File: src/hw/uiec_pkg.sv
// Constants, register map and state types of the USB interrupt-enable block
// Function
// Writing one to bit 0 at 0x308 disables the bus reset interrupt.
// Writing one to bit 1 disables the transfer-started interrupt.
// Bits 2 to 9 disable IN endpoint 0..7 transfer-end interrupts.
// Writing one to bit 10 disables the control data-done interrupt.
// Writing one to bit 11 disables the isochronous IN end interrupt.
// Bits 12 to 19 disable OUT endpoint 0..7 transfer-end interrupts.
// Writing one to bit 20 disables the isochronous OUT end interrupt.
// Writing one to bit 21 disables the start-of-frame interrupt.
// Writing one to bit 22 disables the general bus condition interrupt.
// Writing one to bit 23 disables the control setup interrupt.
// Writing one to bit 24 disables the acknowledged data interrupt.
// Clear register and set register at 0x304 share one enable store.
// Reads return the 25-bit enable mask; reset zero; bits 31..25 zero.
// Writing zero to a bit leaves that enable unchanged.
package uiec_pkg;

  // ************************************************************
  // Register map
  // ************************************************************
  localparam int          ADDR_W           = 12;
  localparam int          NUM_EVENTS       = 25;
  localparam logic [11:0] OFF_PENDING      = 12'h0300;
  localparam logic [11:0] OFF_ENABLE_SET   = 12'h0304;
  localparam logic [11:0] OFF_ENABLE_CLEAR = 12'h0308;
  localparam logic [24:0] ENABLE_RESET     = 25'h000_0000;
  localparam logic [31:0] READ_ZERO        = 32'h0000_0000;

  // ************************************************************
  // Field positions inside the enable and pending words
  // ************************************************************
  localparam int BIT_BUS_RESET    = 0;
  localparam int BIT_STARTED      = 1;
  localparam int LSB_IN_END       = 2;
  localparam int BIT_CTRL_DONE    = 10;
  localparam int BIT_ISO_IN_END   = 11;
  localparam int LSB_OUT_END      = 12;
  localparam int BIT_ISO_OUT_END  = 20;
  localparam int BIT_SOF          = 21;
  localparam int BIT_BUS_COND     = 22;
  localparam int BIT_CTRL_SETUP   = 23;
  localparam int BIT_ACKED_DATA   = 24;
  localparam int NUM_ENDPOINTS    = 8;

  // ************************************************************
  // AHB-Lite encodings
  // ************************************************************
  localparam logic [2:0] HSIZE_WORD = 3'h2;
  localparam logic       HRESP_OKAY = 1'b0;

  // Register state of the top module
  typedef struct packed {
    logic                  wr_act;   // Write data phase pending
    logic                  rd_act;   // Read data phase pending
    logic                  rd_done;  // Read data loaded, hready released
    logic [ADDR_W-1:0]     addr;     // Latched address phase
    logic [NUM_EVENTS-1:0] enable;   // Shared enable store
    logic [31:0]           rdata;    // Read data register
    logic                  irq;      // Interrupt output register
  } uiec_state_type;

  // Register state of the pending latch
  typedef struct packed {
    logic [NUM_EVENTS-1:0] pending;
  } uiec_latch_type;

endpackage

File: src/hw/uiec_evt_if.sv
// Interface between the register slave and the pending-event latch
`timescale 1ns/1ps
interface uiec_evt_if #(
  parameter int N = 25
);
  logic [N-1:0] event_pulse;  // One-cycle event strobes
  logic [N-1:0] clear_bits;   // One-cycle clear from a status read
  logic [N-1:0] pending;      // Sticky pending bits

  modport ctrl  (output event_pulse, output clear_bits, input pending);
  modport latch (input event_pulse, input clear_bits, output pending);
endinterface

File: src/hw/uiec_event_latch.sv
// Sticky pending-event latch, set wins over a clear in the same cycle
`timescale 1ns/1ps
module uiec_event_latch
  import uiec_pkg::*;
(
  input  wire logic  clock,
  input  wire logic  rst_n,
  uiec_evt_if.latch  evt
);

  uiec_latch_type st;
  uiec_latch_type next_st;

  // Clear first, then set, so an event in the clearing cycle survives
  always_comb begin
    next_st         = st;
    next_st.pending = (st.pending & ~evt.clear_bits) | evt.event_pulse;
  end

  // State register
  always_ff @(posedge clock or negedge rst_n) begin
    if (!rst_n) begin
      st <= '0;
    end else begin
      st <= next_st;
    end
  end

  assign evt.pending = st.pending;

endmodule // uiec_event_latch

File: src/hw/uiec_irq_ctrl.sv
// AHB-Lite slave holding the USB interrupt enables and the interrupt output
//
// Decided for this implementation: register access over AHB-Lite.
`timescale 1ns/1ps
module uiec_irq_ctrl
  import uiec_pkg::*;
(
  input  wire logic                  clock,
  input  wire logic                  rst_n,
  input  wire logic                  hsel,
  input  wire logic [31:0]           haddr,
  input  wire logic [1:0]            htrans,
  input  wire logic                  hwrite,
  input  wire logic [2:0]            hsize,
  input  wire logic [31:0]           hwdata,
  input  wire logic                  hready,
  output logic                       hreadyout,
  output logic                       hresp,
  output logic [31:0]                hrdata,
  input  wire logic [NUM_EVENTS-1:0] event_pulse,
  output logic [NUM_EVENTS-1:0]      irq_enable,
  output logic                       irq
);

  // ************************************************************
  // State and the carrier to the pending latch
  // ************************************************************
  uiec_state_type        st;
  uiec_state_type        next_st;
  uiec_evt_if #(.N(NUM_EVENTS)) evt ();

  logic                  accept;
  logic [NUM_EVENTS-1:0] wbits;
  logic [NUM_EVENTS-1:0] clr_vec;
  logic [NUM_EVENTS-1:0] set_vec;
  logic                  load_read;

  // Sticky pending bits live in their own module
  uiec_event_latch u_latch (
    .clock (clock),
    .rst_n (rst_n),
    .evt   (evt)
  );

  // ************************************************************
  // Bus handshake
  // ************************************************************

  // Address phase is taken only while the bus is ready
  assign accept    = hsel && htrans[1] && hready;
  // Reads take one wait state so the returned word is a flip-flop
  assign load_read = st.rd_act && !st.rd_done;
  assign hreadyout = !load_read;
  assign hresp     = HRESP_OKAY;
  assign hrdata    = st.rdata;
  assign irq       = st.irq;
  assign irq_enable = st.enable;

  // Partial-width writes are dropped at the address phase rather than merged
  assign wbits     = hwdata[NUM_EVENTS-1:0];

  // ************************************************************
  // Field-wise decode of a clear-register write
  // ************************************************************

  // Only ones disable; zero bits leave the enable alone
  always_comb begin
    clr_vec = '0;
    if (st.wr_act && (st.addr[ADDR_W-1:2] == OFF_ENABLE_CLEAR[ADDR_W-1:2])) begin
      clr_vec[BIT_BUS_RESET]                  = wbits[BIT_BUS_RESET];
      clr_vec[BIT_STARTED]                    = wbits[BIT_STARTED];
      clr_vec[LSB_IN_END +: NUM_ENDPOINTS]    =
        wbits[LSB_IN_END +: NUM_ENDPOINTS];
      clr_vec[BIT_CTRL_DONE]                  = wbits[BIT_CTRL_DONE];
      clr_vec[BIT_ISO_IN_END]                 = wbits[BIT_ISO_IN_END];
      clr_vec[LSB_OUT_END +: NUM_ENDPOINTS]   =
        wbits[LSB_OUT_END +: NUM_ENDPOINTS];
      clr_vec[BIT_ISO_OUT_END]                = wbits[BIT_ISO_OUT_END];
      clr_vec[BIT_SOF]                        = wbits[BIT_SOF];
      clr_vec[BIT_BUS_COND]                   = wbits[BIT_BUS_COND];
      clr_vec[BIT_CTRL_SETUP]                 = wbits[BIT_CTRL_SETUP];
      clr_vec[BIT_ACKED_DATA]                 = wbits[BIT_ACKED_DATA];
    end
  end

  // Set-register write acts on the same enable store
  always_comb begin
    set_vec = '0;
    if (st.wr_act && (st.addr[ADDR_W-1:2] == OFF_ENABLE_SET[ADDR_W-1:2])) begin
      set_vec = wbits;
    end
  end

  // ************************************************************
  // Next-state logic
  // ************************************************************
  always_comb begin
    next_st = st;
    evt.event_pulse = event_pulse;
    evt.clear_bits  = '0;

    // Write data phase: hwdata is valid now, commit at this edge
    if (st.wr_act) begin
      next_st.wr_act = 1'b0;
      next_st.enable = (st.enable & ~clr_vec) | set_vec;
    end

    // Read data phase, wait cycle: load the word from live state
    if (load_read) begin
      next_st.rd_done = 1'b1;
      unique case (st.addr[ADDR_W-1:2])
        OFF_ENABLE_SET[ADDR_W-1:2],
        OFF_ENABLE_CLEAR[ADDR_W-1:2]: begin
          next_st.rdata = {{(32-NUM_EVENTS){1'b0}}, st.enable};
        end
        OFF_PENDING[ADDR_W-1:2]: begin
          next_st.rdata  = {{(32-NUM_EVENTS){1'b0}}, evt.pending};
          // Reading the status word clears what it returned
          evt.clear_bits = evt.pending;
        end
        default: begin
          next_st.rdata = READ_ZERO;
        end
      endcase
    end else if (st.rd_act) begin
      // Data taken at this edge
      next_st.rd_act  = 1'b0;
      next_st.rd_done = 1'b0;
    end

    // New address phase overrides the idle values above
    if (accept) begin
      next_st.addr    = haddr[ADDR_W-1:0];
      next_st.wr_act  = hwrite && (hsize == HSIZE_WORD);
      next_st.rd_act  = !hwrite;
      next_st.rd_done = 1'b0;
    end

    // Level interrupt from unmasked pending events
    next_st.irq = |(evt.pending & st.enable);
  end

  // ************************************************************
  // State register
  // ************************************************************

  // All enables reset to disabled
  always_ff @(posedge clock or negedge rst_n) begin
    if (!rst_n) begin
      st        <= '0;
      st.enable <= ENABLE_RESET;
    end else begin
      st <= next_st;
    end
  end

endmodule // uiec_irq_ctrl

File: config.mk
export PLATFORM = sky130hd
export DESIGN_NAME = uiec_irq_ctrl
export DESIGN_NICKNAME = d
export VERILOG_FILES = /design/src/hw/uiec_pkg.sv /design/src/hw/uiec_evt_if.sv /design/src/hw/uiec_event_latch.sv /design/src/hw/uiec_irq_ctrl.sv
export SDC_FILE = /design/constraint.sdc
export NUM_CORES = 1
export LEC_CHECK = 0
export BUFFER_PORTS_ARGS = -buffer_cell sky130_fd_sc_hd__buf_2
export CORE_MARGIN = 5
export CORE_UTILIZATION = 50
export CTS_CLUSTER_DIAMETER = 200
export CTS_CLUSTER_SIZE = 24
export DETAILED_ROUTE_END_ITERATION = 8
export GPL_TIMING_DRIVEN = 0
export PLACE_DENSITY = 0.8
export SLEW_MARGIN = 5
export SYNTH_ARGS = -nofsm -noshare
export SYNTH_HDL_FRONTEND = slang
export SYNTH_HIERARCHICAL = 1
export SYNTH_SLANG_ARGS = --single-unit
File: constraint.sdc
create_clock -name clock -period 2.5 [get_ports clock]
set_clock_uncertainty 0.15 [all_clocks]
set_input_delay 0.5 -clock clock [delete_from_list [all_inputs] [get_ports clock]]
set_output_delay 0.5 -clock clock [all_outputs]
set_load 0.02 [all_outputs]
==> results of run 1 <==
logic make-up (layout without fill, tap and decap cells):
family / after synthesis / in the layout / share of synthesized area (%)
and+or+nand+nor: 97 / 97 / 14.9
muxes: 11 / 11 / 2.77
buffers and inverters: 103 / 241 / 14.7
DFF: 89 / 89 / 50.3
other: 1 / 8 / 0.0847
AOI/OAI and AO/OA: 88 / 88 / 17.2
area by class of cell:
| type | count | area (sq um) |
|---|---|---|
| Clock buffer | 12 | 155 |
| Tap cell | 108 | 135 |
| Inverter | 25 | 93.8 |
| Multi-Input combinational cell | 204 | 1580 |
| Sequential cell | 89 | 2230 |
| Timing Repair Buffer | 122 | 641 |
| Fill cell | 750 | 3240 |
| Buffer | 78 | 561 |
| Clock inverter | 4 | 51.3 |
sequential cells by signal (all words and copies together) (netlist names):
name                 flops
u_latch/evt.pending     25
hrdata                  25
irq                      1
irq_enable              25
st                      13
layer usage:
metal	track usage (%)	vias to the layer above	part of all wire (%)
li1	-	1617	-
met1	28.4	1707	40
met2	35.1	167	48
met3	6.95	24	10
met4	6.20	2	1.9
met5	0	-	0.16
final timing paths:
| check | from | endpoint | slack (ns) | cells after the start |
|---|---|---|---|---|
| worst max-delay path | st[70] | hreadyout | 0.21 | 4 |
| worst min-delay path | event_pulse[9] | u_latch/evt.pending[9] | 0.17 | 2 |
| worst max register to register | st[70] | u_latch/evt.pending[17] | 0.40 | 6 |
| worst min register to register | st[68] | st[68] | 0.36 | 1 |
| max in group asynchronous | rst_n | irq_enable[8] | 1.14 | 3 |
| min in group asynchronous | rst_n | irq_enable[14] | 0.43 | 2 |
power groups by stage:
stage                     registers (W)  logic (W)  clock network (W)
after global routing            0.00153   0.000381            0.00110
after floorplan                 0.00154   0.000178                  0
final                           0.00152   0.000347            0.00103
after CTS                       0.00152   0.000349            0.00105
after global placement          0.00155   0.000331                  0
after detailed placement        0.00155   0.000345                  0
cells in the mapped netlist (all sizes together):
library cell  instances  share of area, %
dfrtp                89                50
buf                  69                12
a22o                 27               5.3
nand2                26               2.2
a21o                 25               4.2
a221o                25               5.6
and2                 25               3.5
and4                 25               4.9
inv                  25               2.1
mux2                 10               2.5
clkbuf                9              0.76
a22oi                 7               1.2
nand2b                4              0.56
nor2                  4              0.40
a221oi                2              0.40
and3                  2              0.28
nand3                 2              0.23
nand4                 2              0.28
nand4bb               2              0.88
nor4                  2              0.96
a21boi                1              0.17
a222oi                1              0.23
conb                  1             0.085
mux2i                 1              0.23
nor3                  1              0.23
or2                   1              0.20
or3b                  1              0.25
placed cells by master, fill, tap and decap left out, types with 8 or more instances in the layout:
master      n
a21o_1     25
a221o_1    25
a22o_1     27
and2_1     25
and4_1     25
buf_2     121
buf_4      63
clkbuf_1    8
clkbuf_8   11
conb_1      8
dfrtp_1    89
inv_1      25
mux2_2     10
nand2_1    26
repair_timing:
action,in CTS,in global routing
endpoints found under the setup margin,1,0
endpoints found under the hold margin,23,0
gates resized for setup,2,0
hold buffers,1,0
critical path: stages, from the launching register on:
cell	delay, ns
dfrtp_1	0.35
nand2b_1	0.14
clkbuf_2	0.25
clkbuf_2	0.31
buf_2	0.22
through the flow:
step | std cells | power [W] | hold WS [ns] | cell area [sq um]
6_report | 642 | 0.00290 | 0.168 | 5440
5_1_grt | 642 | 0.00301 | 0.164 | 5440
4_1_cts | 642 | 0.00292 | 0.159 | 5440
3_5_place_dp | 625 | 0.00190 | 0.276 | 5220
3_3_place_gp | 624 | 0.00188 | 0.339 | 5190
2_1_floorplan | 396 | 0.00172 | 0.0544 | 4460
==> summary.md, run 1 <==
| Metric | Value |
|---|---|
| Outcome | `complete, no violations` |
| Routed WL | `11500 microns` |
| Post-synthesis sequential area ratio | `50.3%` |
| Pwr Density | `533 mW/mm^2` |
| Ports | `159` |
| Critical path class | `register to primary output` |
| Relative slew slack | `62.7%` |
| Clock Pin Slew Worst Setup and Hold Paths | `0.09 ns` |
| Clk buf depth | `2` |
| Tcrit/Tclk final | `91.6%` |
| Flip-flop and latch count after synthesis | `89` |
| Critical path arrival | `1.64 ns` |
| Critical path launch point type | `register` |
| Post-route setup slack | `0.210 ns` |
| Worst skew pair latency | `0.36 ns` |
| Die height | `104 microns` |
| DPL Wire Length | `8270 microns` |
| Psw | `0.000759 W` |
| Final Hold Viols | `0` |
| Setup violations, final | `0` |
| Final core utilization | `62.7%` |
| Final GP Congestion | `0.807` |
| DRC viols | `0` |
| TritonCTS Buffers | `9` |
| Hold Path Class | `input pin to register` |
| Crit. End Element | `primary output` |
| Num rows | `34` |
| Vias in the first global route | `3670` |
| Slew Viols, Final | `0` |
| Core area | `0.00868 sq mm` |
| Pre-CTS setup slack | `0.175 ns` |
| Die X-Extent | `104 microns` |
| Drt via density | `5.48` |
| Final min period | `2.29 ns` |
| Yosys warns | `6` |
| CTS HTree Levels | `3` |
| Critical Path RT | `1.85 ns` |
| Setup_tns | `0 ns` |
| Drt wl/cell | `17.9 microns` |
| Syn Inst Count | `389` |
| CTS tree | `built` |
| Internal power | `0.00214 W` |
| DRT iter0 DRCs | `227` |
| Sw frac | `26.2%` |
| Gr usage total | `21.8%` |
| Global-route wire length before repair | `19000 microns` |
| Static Leak | `2.73 nW` |
| Initial antenna violation count | `1` |
| Synthesized area | `0.00443 sq mm` |
| Clock root buffer | `clkbuf_8` |
| Layout cells sized above 1 | `41.8%` |
| Max Clk Rate | `437 MHz` |
| Seq pwr share | `52.4%` |
| Port bufs | `120` |
| # diodes | `0` |
| Critical-path maximum fanout | `10` |
| Pre-Repair DR Iteration Count | `5` |
| Netlist cell types | `32` |
| Max-Cap Viols | `0` |
| DIE AREA | `0.0108 sq mm` |
| Comb power frac | `12.0%` |
| Post CTS Setup Buffer Count | `0` |
| Largest net degree at the start of global routing | `67` |
| RSZ-0062 raised after global routing | `false` |
| Maximum VDD drop | `0.000338 V` |
| GR Overflow Total | `0` |
| Initial Util | `51.0%` |
| Vias | `3517` |
| Routed Antenna Nets | `0` |
| Net count, final | `628` |
| Clk pwr share | `35.6%` |
| Avg Inst Size Synth | `11.4 sq um` |
| CTS sink cnt | `89` |
| Worst-Margin Slew | `0.556 ns` |
| Area Overhead vs Synth | `22.8%` |
(Power assumes the default switching activity.)
==> inputs of run 2 (changes only) <==
--- a/config.mk
+++ b/config.mk
@@ -12,6 +12,7 @@
 export CTS_CLUSTER_SIZE = 24
 export DETAILED_ROUTE_END_ITERATION = 8
 export GPL_TIMING_DRIVEN = 0
+export MAX_ROUTING_LAYER = met4
 export PLACE_DENSITY = 0.8
 export SLEW_MARGIN = 5
 export SYNTH_ARGS = -nofsm -noshare
==> summary.md, run 2 (synthesized netlist as in run 1, its figures left out) <==
| Metric | Value |
|---|---|
| Outcome | `complete, no violations` |
| Critical-path maximum fanout | `10 (unchanged)` |
| Post CTS Setup Buffer Count | `0 (unchanged)` |
| Initial Util | `51.0% (unchanged)` |
| DPL Wire Length | `8270 microns (unchanged)` |
| GR Overflow Total | `0 (unchanged)` |
| Net count, final | `628 (unchanged)` |
| Global-route wire length before repair | `19000 microns (-0.22%)` |
| Static Leak | `2.73 nW (unchanged)` |
| CP max stage cell | `dfrtp_1` |
| Clock root buffer | `clkbuf_8` |
| Vias | `3502 (-0.43%)` |
| Crit-path max cell delay | `0.36 ns (about the same)` |
| Hold Path Class | `input pin to register` |
| Fill cells | `751 (+0.13%)` |
| Clk buf depth | `2 (unchanged)` |
| Die height | `104 microns (unchanged)` |
| Setup violations, final | `0 (unchanged)` |
| Critical path class | `register to primary output` |
| Ports | `159 (unchanged)` |
| Worst-Margin Slew | `0.547 ns (-0.00872 ns)` |
| Pre-Repair DR Iteration Count | `5 (unchanged)` |
| Setup_tns | `0 ns (unchanged)` |
| Final min period | `2.29 ns (-0.00194 ns)` |
| Critical Path RT | `1.85 ns (about the same)` |
| Most frequent cells in the layout | `buf_2 (121), dfrtp_1 (89), buf_4 (63)` |
| Area Overhead vs Synth | `22.9% (about the same)` |
| RSZ-0062 raised after global routing | `false` |
| Max Clk Rate | `437 MHz (about the same)` |
| Largest net degree at the start of global routing | `67 (unchanged)` |
| Slew Viols, Final | `0 (unchanged)` |
| DIE AREA | `0.0108 sq mm (unchanged)` |
| Routed WL | `11500 microns (about the same)` |
| Comb power frac | `11.9% (about the same)` |
| Pwr Density | `534 mW/mm^2 (about the same)` |
| Gr usage total | `22.4% (+0.59 points)` |
| Layout cells sized above 1 | `41.8% (unchanged)` |
| Clock Pin Slew Worst Setup and Hold Paths | `0.09 ns (about the same)` |
| Drt wl/cell | `17.9 microns (about the same)` |
| Tcrit/Tclk final | `91.5% (about the same)` |
| CTS HTree Levels | `3 (unchanged)` |
| Final Hold Viols | `0 (unchanged)` |
| Sw frac | `26.2% (+0.035 points)` |
| Most common cell after layout, fill and taps aside | `buf_2` |
| Worst skew pair latency | `0.35 ns (about the same)` |
| Most used cell, CP | `clkbuf_2` |
| Crit-path cells | `nand2b_1 > clkbuf_2 > clkbuf_2 > buf_2` |
| CTS tree | `built` |
| DRT iter0 DRCs | `270 (+19%)` |
| DRC viols | `0 (unchanged)` |
| Area of the multi-input gates | `0.00158 sq mm (unchanged)` |
| Critical path launch point type | `register` |
| Die X-Extent | `104 microns (unchanged)` |
| Worst path buffer plus inverter count | `3 (unchanged)` |
| Clk pwr share | `35.7% (about the same)` |
| CTS sink cnt | `89 (unchanged)` |
| Psw | `0.000761 W (+0.20%)` |
| Reg area | `0.00223 sq mm (unchanged)` |
| Drt via density | `5.45 (-0.58%)` |
| Seq pwr share | `52.4% (about the same)` |
| Max-Cap Viols | `0 (unchanged)` |
| Initial antenna violation count | `1 (unchanged)` |
| Relative slew slack | `63.3% (+0.59 points)` |
| Vias in the first global route | `3668 (-0.054%)` |
| Critical path arrival | `1.64 ns (about the same)` |
| TritonCTS Buffers | `9 (unchanged)` |
| Crit. End Element | `primary output` |
| Port bufs | `120 (unchanged)` |
| Num rows | `34 (unchanged)` |
| Internal power | `0.00214 W (about the same)` |
| Core area | `0.00868 sq mm (unchanged)` |
| Worst path top cell family by delay | `buffers and inverters` |
| Routed Antenna Nets | `0 (unchanged)` |
| Maximum VDD drop | `0.000340 V (+0.46%)` |
| Final GP Congestion | `0.819 (+1.5%)` |
| Final core utilization | `62.7% (about the same)` |
[run 2: path summary, 6_finish.rpt]
path / from / endpoint / slack, ns / cells past startpoint
max reg2reg: st[70] / u_latch/evt.pending[17] / 0.37 / 6
min in group asynchronous: rst_n / irq_enable[16] / 0.44 / 2
max: st[70] / hreadyout / 0.21 / 4
max in group asynchronous: rst_n / u_latch/evt.pending[0] / 1.14 / 3
min reg2reg: st[68] / st[68] / 0.36 / 1
min: event_pulse[9] / u_latch/evt.pending[9] / 0.17 / 2
[run 2: timing repair]
action | CTS | global route
endpoints found under the setup margin | 1 | 0
gates resized for setup | 2 | 0
hold buffers | 1 | 0
hold endpoints to repair | 23 | 0
[run 2: power groups by stage]
stage / combinational [W] / clock (W) / sequential [W]
2_1_floorplan: 0.000178 / 0 / 0.00154
3_3_place_gp: 0.000331 / 0 / 0.00155
3_5_place_dp: 0.000345 / 0 / 0.00155
4_1_cts: 0.000349 / 0.00105 / 0.00152
5_1_grt: 0.000381 / 0.00110 / 0.00153
6_report: 0.000346 / 0.00104 / 0.00152
[run 2: cell type report]
cell class	count	area share [%]
Clock inverter	4	0.943
Clock buffer	12	2.85
Buffer	78	10.3
Antenna cell	1	0.0460
Inverter	25	1.72
Timing Repair Buffer	122	11.8
Tap cell	108	2.48
Multi-Input combinational cell	204	29.0
Sequential cell	89	40.9
[run 2: routing by layer]
metal / vias up / share of wire (%) / global-route usage (%)
li1: 1612 / - / -
met1: 1710 / 40 / 29.0
met2: 165 / 48 / 35.1
met3: 15 / 9.5 / 5.52
met4: 0 / 1.7 / 6.75
met5: - / 0 / -
[run 2: through the flow]
stage	cell area [sq um]	hold WS (ns)	cells	total power (W)	worst slack (ns)
after floorplan	4460	0.0544	396	0.00172	0.738
after global placement	5190	0.339	624	0.00188	0.00158
after detailed placement	5220	0.276	625	0.00190	0.175
after CTS	5440	0.159	642	0.00292	0.192
after global routing	5440	0.166	643	0.00301	0.115
final	5440	0.172	643	0.00290	0.212
==> inputs of run 3 (changes only) <==
--- a/config.mk
+++ b/config.mk
@@ -13,7 +13,7 @@
 export DETAILED_ROUTE_END_ITERATION = 8
 export GPL_TIMING_DRIVEN = 0
 export MAX_ROUTING_LAYER = met4
-export PLACE_DENSITY = 0.8
+export PLACE_DENSITY = 0.91
 export SLEW_MARGIN = 5
 export SYNTH_ARGS = -nofsm -noshare
 export SYNTH_HDL_FRONTEND = slang
==> summary.md, run 3 (synthesized netlist as in run 1, its figures left out) <==
| Metric | Value |
|---|---|
| Critical path arrival | `2.45 ns (+0.81 ns)` |
| Relative slew slack | `64.5% (+1.2 points)` |
| Pwr Density | `534 mW/mm^2 (+0.11%)` |
| Hold Path Class | `input pin to register` |
| CP max stage cell | `nor3_2` |
| DP Area | `0.00522 sq mm (unchanged)` |
| Outcome | `complete, no violations` |
| Net count, final | `627 (-0.16%)` |
| Static Leak | `2.72 nW (-0.15%)` |
| RSZ-0062 raised after global routing | `false` |
| DIE AREA | `0.0108 sq mm (unchanged)` |
| Global-route wire length before repair | `18900 microns (-0.44%)` |
| Critical path class | `register to register` |
| Maximum VDD drop | `0.000455 V (+34%)` |
| TritonCTS Buffers | `9 (unchanged)` |
| Drt wl/cell | `18.0 microns (+0.40%)` |
| Layout cells sized above 1 | `41.8% (+0.078 points)` |
| Critical Path Start | `st[70]` |
| Area Overhead vs Synth | `22.9% (about the same)` |
| Most frequent cells in the layout | `buf_2 (121), dfrtp_1 (89), buf_4 (63)` |
| CTS HTree Levels | `3 (unchanged)` |
| Die height | `104 microns (unchanged)` |
| Gr usage total | `22.4% (-0.045 points)` |
| Fill cells | `733 (-2.4%)` |
| Core area | `0.00868 sq mm (unchanged)` |
| Largest net degree at the start of global routing | `63 (-6.0%)` |
| Most common cell after layout, fill and taps aside | `buf_2` |
| GR Overflow Total | `0 (unchanged)` |
| Reg2reg start | `st[70]` |
| Hold Crit Start | `event_pulse[6]` |
| Worst path buffer plus inverter count | `2 (-1)` |
| CTS sink cnt | `89 (unchanged)` |
| Max Clk Rate | `426 MHz (-2.5%)` |
| DRC viols | `0 (unchanged)` |
| Clock root buffer | `clkbuf_8` |
| Post CTS Setup Buffer Count | `0 (unchanged)` |
| R2R cell count | `6 (unchanged)` |
| Final GP Congestion | `0.870 (+6.2%)` |
| Crit. End Element | `register` |
| Clk buf depth | `2 (unchanged)` |
| Num rows | `34 (unchanged)` |
| Crit path depth | `6 (+2)` |
| Non-Filler Cell Area, Final | `0.00545 sq mm (about the same)` |
| Crit-path cells | `nand2b_1 > nor3_2 > clkbuf_1 > and4_1 > inv_1 > a21o_1` |
| Worst-Margin Slew | `0.530 ns (-0.0174 ns)` |
| Clock Pin Slew Worst Setup and Hold Paths | `0.09 ns (about the same)` |
| Critical path launch point type | `register` |
| Vias in the first global route | `3782 (+3.1%)` |
| Port bufs | `120 (unchanged)` |
| Crit-path max cell delay | `0.49 ns (+0.13 ns)` |
| Max-Cap Viols | `0 (unchanged)` |
| Initial antenna violation count | `0 (-1)` |
| Die X-Extent | `104 microns (unchanged)` |
| Setup violations, final | `0 (unchanged)` |
| DRT iter0 DRCs | `205 (-24%)` |
| Setup_tns | `0 ns (unchanged)` |
| Ports | `159 (unchanged)` |
| Tcrit/Tclk final | `93.9% (+2.4 points)` |
| Final Hold Viols | `0 (unchanged)` |
| Initial Util | `51.0% (unchanged)` |
| Worst skew pair latency | `0.35 ns (about the same)` |
| Routed WL | `11500 microns (+0.24%)` |
| Reg area | `0.00223 sq mm (unchanged)` |
| Pre-Repair DR Iteration Count | `7 (+2)` |
| DPL Wire Length | `8460 microns (+2.3%)` |
| Vias | `3519 (+0.49%)` |
| Critical Path RT | `2.60 ns (+0.75 ns)` |
| CTS tree | `built` |
| Slew Viols, Final | `0 (unchanged)` |
| Drt via density | `5.48 (+0.64%)` |
| Worst path top cell family by delay | `simple AND/OR/NAND/NOR gates` |
| Routed Antenna Nets | `0 (unchanged)` |
| Hold Path Cell Cnt | `2 (unchanged)` |
| Area of the multi-input gates | `0.00158 sq mm (unchanged)` |
| Critical-path maximum fanout | `11 (+1)` |
| Final min period | `2.35 ns (+0.0597 ns)` |
run 3: power by group:
group	internal, W	switching [W]	total, W
Sequential	0.00149	0.0000344	0.00152
Clock	0.000522	0.000522	0.00104
Combinational	0.000135	0.000208	0.000343
run 3: metrics by stage:
stage / power (W) / hold slack, ns / utilization, % / instances / setup slack (ns)
floorplan: 0.00172 / 0.0544 / - / 396 / 0.738
global placement: 0.00187 / 0.340 / 59.8 / 624 / 0.0675
detailed placement: 0.00190 / 0.296 / 60.2 / 625 / 0.167
CTS: 0.00293 / 0.151 / 62.7 / 641 / 0.116
global route: 0.00303 / 0.156 / 62.7 / 641 / 0.0126
finish: 0.00291 / 0.167 / 62.7 / 642 / 0.153
run 3: path summary, 6_finish.rpt:
| check | endpoint | slack [ns] |
|---|---|---|
| max in group asynchronous | irq_enable[1] | 1.14 |
| max | u_latch/evt.pending[5] | 0.15 |
| min | u_latch/evt.pending[6] | 0.17 |
| max reg2reg | u_latch/evt.pending[5] | 0.15 |
| min in group asynchronous | st[69] | 0.45 |
| min reg2reg | st[64] | 0.37 |
run 3: cell type report:
class | instances | area share, %
clock buffers | 11 | 2.78
repair buffers | 122 | 11.8
diodes | 1 | 0.0460
flip-flops and latches | 89 | 40.9
plain buffers | 77 | 10.2
multi-input cells | 204 | 29.0
inverters | 25 | 1.72
clock inverters | 5 | 1.15
well taps | 108 | 2.48
run 3: worst register-to-register path, stage by stage (launching register included):
cell      delay, ns
dfrtp_1        0.38
nand2b_1       0.34
nor3_2         0.50
clkbuf_1       0.42
and4_1         0.26
inv_1          0.04
a21o_1         0.17
run 3: repair_timing:
action	in CTS	in global routing
setup endpoints to repair	1	0
hold buffers	1	0
resized for setup	1	0
hold endpoints to repair	27	0
run 3: routing by layer:
metal | vias to the layer above | GRT usage, % | share of wire [%]
met5 | - | - | 0
met4 | 0 | 6.20 | 1.8
met3 | 20 | 6.27 | 6.4
met2 | 128 | 36.7 | 51
met1 | 1749 | 27.3 | 41
li1 | 1622 | - | -
